`config.mk`:
```
export PLATFORM = sky130hd
export DESIGN_NAME = pswc_sleep_ctrl
export DESIGN_NICKNAME = d
export VERILOG_FILES = /design/src/design/pswc_pkg.sv /design/src/design/pswc_sleep_ctrl.sv /design/src/design/pswc_event_latch.sv /design/src/design/pswc_axil_slave.sv
export VERILOG_INCLUDE_DIRS = /design/src /design/src/design
export SDC_FILE = /design/constraint.sdc
export NUM_CORES = 1
export LEC_CHECK = 0
export BUFFER_PORTS_ARGS = -buffer_cell sky130_fd_sc_hd__buf_2
export CAP_MARGIN = 20
export CORE_MARGIN = 5
export CORE_UTILIZATION = 30
export CTS_BUF_LIST = sky130_fd_sc_hd__clkbuf_16
export DETAILED_ROUTE_END_ITERATION = 6
export PLACE_DENSITY_LB_ADDON = 0.08
export SLEW_MARGIN = 0
export SYNTH_ARGS = -nofsm -noshare
export SYNTH_HDL_FRONTEND = slang
export SYNTH_SLANG_ARGS = --single-unit
```
`constraint.sdc`:
```
create_clock -name mclk -period 4.2 [get_ports mclk]
set_clock_uncertainty 0.15 [all_clocks]
set_input_delay 1.05 -clock mclk [delete_from_list [all_inputs] [get_ports mclk]]
set_output_delay 1.05 -clock mclk [all_outputs]
set_load 0.01 [all_outputs]
```
`src/design/pswc_cfg.svh`:
```
// Constants of the processor sleep and wake controller
//
// Behaviour
// - Light sleep gates the core clock
// - Deep sleep also stops system clock, PLL, flash
// - One control bit picks light or deep
// - Wait-for-interrupt sleeps unless wake already true
// - Wait-for-event sleeps when event latch is clear
// - Set latch: clear it and keep running
// - One-bit event latch, no software path
// - Sleep-on-exit sleeps after handler return
// - Interrupt sleep wakes on entry-worthy exception
// - Masked higher interrupt wakes, entry held off
// - Event sleep wakes on entry-worthy exception
// - Pend-to-event: any new pend wakes event sleep
`ifndef PSWC_CFG_SVH
`define PSWC_CFG_SVH

// ----------------------------------------------------------------
// Register map
// ----------------------------------------------------------------
`define PSWC_ADDR_W 4
`define PSWC_CTRL_OFF 4'h0
`define PSWC_STAT_OFF 4'h4

// ----------------------------------------------------------------
// Control register fields and reset value
// ----------------------------------------------------------------
`define PSWC_CTRL_EXIT_BIT 1
`define PSWC_CTRL_DEEP_BIT 2
`define PSWC_CTRL_PEND_BIT 4
`define PSWC_CTRL_RST 1'b0

// ----------------------------------------------------------------
// Status register fields
// ----------------------------------------------------------------
`define PSWC_STAT_SLEEP_BIT 0
`define PSWC_STAT_DEEP_BIT 1
`define PSWC_STAT_HOLD_BIT 2

// ----------------------------------------------------------------
// Bus answers
// ----------------------------------------------------------------
`define PSWC_RESP_OKAY 2'h0
`define PSWC_RESP_SLVERR 2'h2

`endif

```
`src/design/pswc_pkg.sv`:
```
// Types of the processor sleep and wake controller
package pswc_pkg;

    // Sleep state of the core
    typedef enum logic [1:0] {
        RUN,
        DOZE_INT,
        DOZE_EVT
    } pswc_state_t;

    // Instruction and return strobes from the pipeline
    typedef struct packed {
        logic waitForInterruptInstr;
        logic waitForEventInstr;
        logic sendEventInstr;
        logic handlerDone;
    } pswc_core_req_t;

    // Conditions from the exception logic
    typedef struct packed {
        logic excTaken;
        logic irqHigher;
        logic newPend;
    } pswc_exc_t;

    // Clock and power enables
    typedef struct packed {
        logic coreClkEn;
        logic sysClkEn;
        logic pllOn;
        logic flashOn;
    } pswc_pwr_t;

endpackage

```
`src/design/pswc_sleep_ctrl.sv`:
```
// Processor sleep entry and wake-up controller with register front end
`timescale 1ns/100ps
`include "pswc_cfg.svh"
module pswc_sleep_ctrl #(
    parameter int AW = `PSWC_ADDR_W
) (
    input wire logic mclk,
    input wire logic rst,
    input wire logic [AW-1:0] awaddr,
    input wire logic awvalid,
    output logic awready,
    input wire logic [31:0] wdata,
    input wire logic [3:0] wstrb,
    input wire logic wvalid,
    output logic wready,
    output logic [1:0] bresp,
    output logic bvalid,
    input wire logic bready,
    input wire logic [AW-1:0] araddr,
    input wire logic arvalid,
    output logic arready,
    output logic [31:0] rdata,
    output logic [1:0] rresp,
    output logic rvalid,
    input wire logic rready,
    input wire pswc_pkg::pswc_core_req_t coreReq,
    input wire pswc_pkg::pswc_exc_t excIn,
    input wire logic priorityMaskBit,
    input wire logic faultMaskBit,
    output pswc_pkg::pswc_pwr_t pwr,
    output logic issueHold,
    output logic entryHold
);

    // ----------------------------------------------------------------
    // Declarations
    // ----------------------------------------------------------------
    pswc_pkg::pswc_state_t state;
    pswc_pkg::pswc_state_t next_state;
    logic deepSleepSelect;
    logic sleepOnExitEnable;
    logic pendToEventEnable;
    logic deepLatched;
    logic next_deep;
    logic wrEn;
    logic [AW-1:0] wrAddr;
    logic [31:0] wrData;
    logic [3:0] wrStrb;
    logic [31:0] rdValue;
    logic evtQ;
    logic evtSet;
    logic evtClr;
    logic intWake;
    logic maskedWake;
    logic pendEvt;

    // Address match helper, shared by read and write decode
    function automatic logic isOff(input logic [AW-1:0] a, input logic [AW-1:0] off);
        return a == off;
    endfunction

    // ----------------------------------------------------------------
    // Register bus
    // ----------------------------------------------------------------
    pswc_axil_slave #(
        .AW(AW)
    ) u_bus (
        .mclk(mclk),
        .rst(rst),
        .awaddr(awaddr),
        .awvalid(awvalid),
        .awready(awready),
        .wdata(wdata),
        .wstrb(wstrb),
        .wvalid(wvalid),
        .wready(wready),
        .bresp(bresp),
        .bvalid(bvalid),
        .bready(bready),
        .araddr(araddr),
        .arvalid(arvalid),
        .arready(arready),
        .rdata(rdata),
        .rresp(rresp),
        .rvalid(rvalid),
        .rready(rready),
        .wrEn(wrEn),
        .wrAddr(wrAddr),
        .wrData(wrData),
        .wrStrb(wrStrb),
        .wrOk(isOff(wrAddr, `PSWC_CTRL_OFF) || isOff(wrAddr, `PSWC_STAT_OFF)),
        .rdValue(rdValue),
        .rdOk(isOff(araddr, `PSWC_CTRL_OFF) || isOff(araddr, `PSWC_STAT_OFF))
    );

    // Control register: mode bits steering entry and wake
    always_ff @(posedge mclk or posedge rst) begin
        if (rst) begin
            deepSleepSelect <= `PSWC_CTRL_RST;
            sleepOnExitEnable <= `PSWC_CTRL_RST;
            pendToEventEnable <= `PSWC_CTRL_RST;
        end else if (wrEn && wrStrb[0] && isOff(wrAddr, `PSWC_CTRL_OFF)) begin
            deepSleepSelect <= wrData[`PSWC_CTRL_DEEP_BIT];
            sleepOnExitEnable <= wrData[`PSWC_CTRL_EXIT_BIT];
            pendToEventEnable <= wrData[`PSWC_CTRL_PEND_BIT];
        end
    end

    // Read mux; the event latch is deliberately absent from it
    always_comb begin
        rdValue = 32'h0000_0000;
        if (isOff(araddr, `PSWC_CTRL_OFF)) begin
            rdValue[`PSWC_CTRL_DEEP_BIT] = deepSleepSelect;
            rdValue[`PSWC_CTRL_EXIT_BIT] = sleepOnExitEnable;
            rdValue[`PSWC_CTRL_PEND_BIT] = pendToEventEnable;
        end else if (isOff(araddr, `PSWC_STAT_OFF)) begin
            rdValue[`PSWC_STAT_SLEEP_BIT] = issueHold;
            rdValue[`PSWC_STAT_DEEP_BIT] = deepLatched;
            rdValue[`PSWC_STAT_HOLD_BIT] = entryHold;
        end
    end

    // ----------------------------------------------------------------
    // Event latch
    // ----------------------------------------------------------------
    // A pending interrupt counts as an event only with the option on
    assign pendEvt = excIn.newPend && pendToEventEnable;
    assign evtSet = coreReq.sendEventInstr || pendEvt;
    // Consumed by a skipping wait-for-event or by waking from event sleep
    assign evtClr = (state == pswc_pkg::RUN && coreReq.waitForEventInstr && evtQ)
        || (state == pswc_pkg::DOZE_EVT && evtQ);

    pswc_event_latch u_evt (
        .mclk(mclk),
        .rst(rst),
        .setEvt(evtSet),
        .clrEvt(evtClr),
        .evtQ(evtQ)
    );

    // ----------------------------------------------------------------
    // Wake conditions
    // ----------------------------------------------------------------
    // Masked higher interrupt wakes the core but handler entry waits
    assign maskedWake = excIn.irqHigher && priorityMaskBit && !faultMaskBit;
    assign intWake = excIn.excTaken || maskedWake;

    // ----------------------------------------------------------------
    // Sleep state machine
    // ----------------------------------------------------------------
    always_comb begin
        next_state = state;
        next_deep = deepLatched;
        case (state)
            pswc_pkg::RUN: begin
                next_deep = deepSleepSelect;
                if (coreReq.waitForInterruptInstr) begin
                    // Already-true wake condition lets execution run on
                    if (!intWake) begin
                        next_state = pswc_pkg::DOZE_INT;
                    end
                end else if (coreReq.waitForEventInstr) begin
                    if (!evtQ) begin
                        next_state = pswc_pkg::DOZE_EVT;
                    end
                end else if (coreReq.handlerDone && sleepOnExitEnable && !intWake) begin
                    next_state = pswc_pkg::DOZE_INT;
                end
            end
            pswc_pkg::DOZE_INT: begin
                if (intWake) begin
                    next_state = pswc_pkg::RUN;
                end
            end
            pswc_pkg::DOZE_EVT: begin
                // Latch may be set by a late event or a pend
                if (excIn.excTaken || evtQ) begin
                    next_state = pswc_pkg::RUN;
                end
            end
            default: begin
                next_state = pswc_pkg::RUN;
            end
        endcase
    end

    // State and the deep choice taken at entry
    always_ff @(posedge mclk or posedge rst) begin
        if (rst) begin
            state <= pswc_pkg::RUN;
            deepLatched <= 1'b0;
        end else begin
            state <= next_state;
            deepLatched <= next_deep;
        end
    end

    // Clock and power enables follow the next state so they align with it
    always_ff @(posedge mclk or posedge rst) begin
        if (rst) begin
            pwr <= '1;
            issueHold <= 1'b0;
        end else begin
            pwr.coreClkEn <= next_state == pswc_pkg::RUN;
            pwr.sysClkEn <= next_state == pswc_pkg::RUN || !next_deep;
            pwr.pllOn <= next_state == pswc_pkg::RUN || !next_deep;
            pwr.flashOn <= next_state == pswc_pkg::RUN || !next_deep;
            issueHold <= next_state != pswc_pkg::RUN;
        end
    end

    // Entry hold rises on a masked wake, drops when the mask clears
    always_ff @(posedge mclk or posedge rst) begin
        if (rst) begin
            entryHold <= 1'b0;
        end else if (!priorityMaskBit || faultMaskBit) begin
            entryHold <= 1'b0;
        end else if (state == pswc_pkg::DOZE_INT && maskedWake) begin
            entryHold <= 1'b1;
        end
    end
endmodule

```
`src/design/pswc_event_latch.sv`:
```
// One-bit event latch, hidden from software
`timescale 1ns/100ps
module pswc_event_latch (
    input wire logic mclk,
    input wire logic rst,
    input wire logic setEvt,
    input wire logic clrEvt,
    output logic evtQ
);

    // ----------------------------------------------------------------
    // Latch: a set in the clearing cycle survives
    // ----------------------------------------------------------------
    always_ff @(posedge mclk or posedge rst) begin
        if (rst) begin
            evtQ <= 1'b0;
        end else if (setEvt) begin
            evtQ <= 1'b1;
        end else if (clrEvt) begin
            evtQ <= 1'b0;
        end
    end
endmodule

```
`src/design/pswc_axil_slave.sv`:
```
// AXI4-Lite slave front end for the sleep controller registers
`timescale 1ns/100ps
`include "pswc_cfg.svh"
module pswc_axil_slave #(
    parameter int AW = `PSWC_ADDR_W
) (
    input wire logic mclk,
    input wire logic rst,
    input wire logic [AW-1:0] awaddr,
    input wire logic awvalid,
    output logic awready,
    input wire logic [31:0] wdata,
    input wire logic [3:0] wstrb,
    input wire logic wvalid,
    output logic wready,
    output logic [1:0] bresp,
    output logic bvalid,
    input wire logic bready,
    input wire logic [AW-1:0] araddr,
    input wire logic arvalid,
    output logic arready,
    output logic [31:0] rdata,
    output logic [1:0] rresp,
    output logic rvalid,
    input wire logic rready,
    output logic wrEn,
    output logic [AW-1:0] wrAddr,
    output logic [31:0] wrData,
    output logic [3:0] wrStrb,
    input wire logic wrOk,
    input wire logic [31:0] rdValue,
    input wire logic rdOk
);

    logic awHeld;
    logic wHeld;
    logic next_awHeld;
    logic next_wHeld;
    logic next_bvalid;

    // Address and data are taken in either order, then applied together
    assign wrEn = awHeld && wHeld && !bvalid;
    assign next_awHeld = wrEn ? 1'b0 : (awHeld || (awvalid && awready));
    assign next_wHeld = wrEn ? 1'b0 : (wHeld || (wvalid && wready));
    assign next_bvalid = wrEn ? 1'b1 : (bvalid && !bready);

    // Write channel state; ready is registered so it drops with the hold
    always_ff @(posedge mclk or posedge rst) begin
        if (rst) begin
            awHeld <= 1'b0;
            wHeld <= 1'b0;
            bvalid <= 1'b0;
            awready <= 1'b0;
            wready <= 1'b0;
            bresp <= `PSWC_RESP_OKAY;
        end else begin
            awHeld <= next_awHeld;
            wHeld <= next_wHeld;
            bvalid <= next_bvalid;
            awready <= !next_awHeld && !next_bvalid;
            wready <= !next_wHeld && !next_bvalid;
            if (wrEn) begin
                bresp <= wrOk ? `PSWC_RESP_OKAY : `PSWC_RESP_SLVERR;
            end
        end
    end

    // Captured write payload
    always_ff @(posedge mclk or posedge rst) begin
        if (rst) begin
            wrAddr <= '0;
            wrData <= 32'h0000_0000;
            wrStrb <= 4'h0;
        end else begin
            if (awvalid && awready) begin
                wrAddr <= awaddr;
            end
            if (wvalid && wready) begin
                wrData <= wdata;
                wrStrb <= wstrb;
            end
        end
    end

    // Read channel: data sampled at the address handshake
    always_ff @(posedge mclk or posedge rst) begin
        if (rst) begin
            arready <= 1'b0;
            rvalid <= 1'b0;
            rdata <= 32'h0000_0000;
            rresp <= `PSWC_RESP_OKAY;
        end else if (arvalid && arready) begin
            arready <= 1'b0;
            rvalid <= 1'b1;
            rdata <= rdValue;
            rresp <= rdOk ? `PSWC_RESP_OKAY : `PSWC_RESP_SLVERR;
        end else if (rvalid && rready) begin
            rvalid <= 1'b0;
            arready <= 1'b1;
        end else begin
            arready <= !rvalid;
        end
    end

endmodule

```
Yosys cells after proc, flatten, opt, wreduce, memory -nomap -nowiden. Cells that the tools add are included.

Logic and storage cells: 101. Input port bits: 60. Flip-flop bits (word level): 36.

Reduce and logical (&&, ||, !) cells: 48. Muxes and demuxes: 26. Eq/ne operators: 4.

Operators with widths (number): logical AND 1 bit (20); two-way mux 2 bit (10); two-way mux 1 bit (14); zero test 1 bit (10); logical OR 1 bit (10); equality test 4 x 3 -> 1 bit, second input constant (2); zero test 4 bit (2); nonzero test 2 bit (4); one-hot mux 2 bit (3 select lines) (1); zero test 2 bit (2); two-way mux 3 bit (1); equality test 2 x 1 -> 1 bit, second input constant (1); equality test 2 bit, second input constant (1).

Logic depth before layout (Yosys ltp).
Depth after elaboration: 11. Mapped depth: 4. Gate-level depth less buffers: 3.

Modules after synthesis. From an unflattened synthesis, not the netlist that was laid out.

Cell total of the unflattened synthesis: 232. Area, all modules: 3654.8 µm².

By module, submodules not included: pswc_axil_slave (times used 1, area an instance 3109.2 µm², cells an instance 183); pswc_sleep_ctrl (times used 1, area an instance 505.5 µm², cells an instance 45); pswc_event_latch (times used 1, area an instance 40.0 µm², cells an instance 4).

Worst setup path after synthesis. OpenSTA, ideal clock, no wires.

Path kind: input port to flip-flop. From: in coreReq[3] (netlist name). To: reg issueHold. Library setup time: 0.066 ns. Stages: 3. Arrival: 1.808 ns. Data required time: 3.984 ns. Setup slack: 2.176 ns. Cells stage by stage: or3b_1 -> a211oi_2 -> or2_1.

Longest elaborated chain between the ends: 3.

RTL lines: start: declaration (line pswc_sleep_ctrl.sv:26) `input wire pswc_pkg::pswc_core_req_t coreReq,`; two-way mux 2 bit (line pswc_sleep_ctrl.sv:157) `if (coreReq.waitForInterruptInstr) begin`; one-hot mux 2 bit (3 select lines) (line pswc_sleep_ctrl.sv:154) `case (state)`; named net next_state[1] (line pswc_sleep_ctrl.sv:39) `pswc_pkg::pswc_state_t next_state;`; nonzero test 2 bit (line pswc_sleep_ctrl.sv:208) `issueHold <= next_state != pswc_pkg::RUN;`; end signal: assignment (line pswc_sleep_ctrl.sv:208); end: declaration (line pswc_sleep_ctrl.sv:31) `output logic issueHold,`.

The timed path passes the listed nets, and every way through them passes these cells. A chain may end at the register's enable or synchronous reset.

==> results.txt <==
- CTS H-tree lvls: 2
- Largest cells by area after synthesis: sky130_fd_sc_hd__dfrtp_1, sky130_fd_sc_hd__buf_4, sky130_fd_sc_hd__mux2_2
- A synthesized cell averages 11.52 µm².
- Of all flip-flops after synthesis, the portion carrying an async set or reset was 1.000.
* Post-CTS Resized: 0
- The first global-routing pass estimated 4830 µm of wire.
- At the end of routability-driven placement, the weighted congestion stood at 0.7354.
* RSZ-0062 raised after global routing: false
- WP data required: 3.00 ns
* Post-Syn Instances: 130
- The worst setup path is captured at an output pin.
- Yosys mapped a number of flops with a built-in enable equal to 0.
- Vias post-DR: 956
- Detailed router's first-iteration violation count: 56
* Flops & latches, synth: 32
* Drt via density: 3.886
* Final #Nets: 238
- Yosys instantiated no cell more often than sky130_fd_sc_hd__buf_4.
- After synthesis the cells add up to 1498 µm².
- Entering global routing, the biggest net connects 33 pins.
- The first detailed-routing pass ran for 4 iterations.
* TritonCTS clock tree: yes
* Status: complete, no violations
- Max-slew violation count: 0
- Post-Synth Adder-Cell Area: 0
- Type of origin of the critical path: flop
* Slowest cell on the critical path: sky130_fd_sc_hd__dfstp_2
- After legalization and detailed placement, the total HPWL measured 2398 µm.
* Cell-by-cell trace of the critical path: buf_2
- GRT Util Overall: 0.09865
- Synthesis instantiated 30 different standard cells from the library.
* Post-place instance area: 1673 µm²
* Number of buffers added by the clock tree synthesis step: 5
- Synth area leader: sky130_fd_sc_hd__dfrtp_1
* Total negative setup slack: 0 ns
- Among all flip-flop cells after synthesis, the most frequent one is sky130_fd_sc_hd__dfrtp_1.
- Register area share after synthesis: 0.5363
- The worst setup path is of the reg2out kind.
* MaxCap Viol Count: 0
* Die X-Extent: 80.66 µm
- Utilization after layout: 0.3780
* Simple-gate portion of the synthesized area: 0.1086
- Cell row count: 25
- Cell types with the highest counts after synthesis: sky130_fd_sc_hd__buf_4, sky130_fd_sc_hd__dfrtp_1, sky130_fd_sc_hd__mux2_2, sky130_fd_sc_hd__nand2_1, sky130_fd_sc_hd__nor2_1
- The share of synthesized area in the top cell type comes to 0.5013.
- Area of the die: 6505 µm²
* # clock sinks: 32
- After synthesis, the share of cell area in mux cells is 0.1111.
- The worst hold path belongs to the class reg2reg.
- Total power divided by cell area: 553.2 nW/µm²
* CP arrival: 0.92 ns
* Synth Area in XOR/XNOR: 0
* Effective utilization at floorplan: 0.3129
- Dividing the final minimum period by the clock period gives 0.5037.
* Layout cells sized above 1: 0.3799
* Height of the die: 80.66 µm
- Clock transition at the registers of the reported paths: 0.05 ns
- CTS max path bufs: 2
- Cell area after layout: 1809 µm²
- Final antenna-violating net count: 0
- The number of global-route vias before repair was 964.
- The core region is 4786 µm².
* Overall routed net length: 3049 µm
- Number of antenna violations at the first check in global routing: 0
* Sum of internal, switching and leakage power: 1.001 mW
- By area, the combinational part of the netlist is dominated by buffers and inverters.
- 0 antenna diodes ended up in the layout.
* Post-layout min period: 2.116 ns
- Routed length per placed instance: 12.39 µm
- Number of hold violations in the final report: 0
* Clock latency reported for the late side of the worst-skew pair: 0.27 ns
- CTS Root Cell: sky130_fd_sc_hd__clkbuf_16
- CP max stage delay: 0.52 ns
- Post-synthesis compound-gate area fraction: 0.06516
* Buffers on Ports: 44
- Highest achievable clock rate: 472.7 MHz
- In this run the count of I/O pins placed on the die edge is 107.
* Buffering stage count on the worst path with inverters included: 1
* Remaining global-route overflow: 0
- Hold repair after CTS inserted 0 buffers.
* Area growth from synthesis to layout: 20.80%
* Peak supply drop: 0.2573 mV
- Setup violations remaining at the end of the flow were counted as 0.
- Synth warnings: 0
- Post-CTS Repair Setup Buffers: 0
* DRC Markers: 0
- P_leak: 0.9134 nW
* Family of cells with the greatest summed delay on the critical path: flip-flops
* Crit-path max FO: 3
==> state kept, by name, summed over array words and instances, names as in the netlist, 2 cells and up <==
name,cells
state,2
pwr,2
u_bus.wrData,3
u_bus.rdata,4
u_bus.wrAddr,4
==> power breakdown <==
| group | total (mW) | internal [mW] | switching (mW) |
|---|---|---|---|
| registers | 0.455 | 0.404 | 0.0514 |
| logic | 0.218 | 0.111 | 0.107 |
| clock network | 0.328 | 0.212 | 0.116 |
==> cell families (layout without fill, tap and decap cells) <==
logic type,Yosys count,in the layout
compound gates,14,14
buf+inv,38,58
mux,15,15
simple gates,30,30
flops,32,32
other cells,1,30
==> layer usage <==
metal	wire, µm	GRT usage
met4	22	0.03547
met5	0	0
met1	1196	0.1094
met3	276	0.04933
met2	1555	0.1623
==> cell usage in the layout, fill, tap and decap left out, drive strengths merged, types with 3 or more instances in the layout <==
| master | n |
|---|---|
| inv | 7 |
| nand2 | 8 |
| clkbuf | 5 |
| mux2 | 13 |
| a21oi | 4 |
| buf | 45 |
| o21ai | 4 |
| dfrtp | 30 |
| conb | 30 |
| nor2b | 3 |
| nor2 | 7 |
==> metrics by stage <==
| stage | hold WS [ns] | cells | worst slack (ns) |
|---|---|---|---|
| after floorplan | 0.2752 | 159 | 2.176 |
| after global placement | 0.2921 | 238 | 1.965 |
| after detailed placement | 0.2961 | 238 | 1.936 |
| after CTS | 0.3039 | 246 | 2.071 |
| after global routing | 0.3142 | 246 | 2.048 |
| final | 0.3025 | 246 | 2.084 |
==> worst paths after layout <==
kind	startpoint	to	slack [ns]	cells after the start
max reg2reg	state[1]	issueHold	2.64	3
max	pwr[0]	pwr[2]	2.08	1
max in group asynchronous	rst	pwr[3]	2.86	3
min reg2reg	u_evt.evtQ	state[1]	0.30	1
min in group asynchronous	rst	u_bus.wrData[4]	0.71	3
min	u_evt.evtQ	state[1]	0.30	1
==> final cells by class <==
type | instances | area [µm²]
clock buffer | 5 | 125.1
clock inverter | 3 | 11.26
fill | 495 | 2977
inverter | 5 | 18.77
multi-input combinational | 89 | 539.3
sequential | 32 | 803.3
tap | 67 | 83.83
timing repair buffer | 45 | 227.7
No activity file was read; power rests on OpenSTA's default activity.
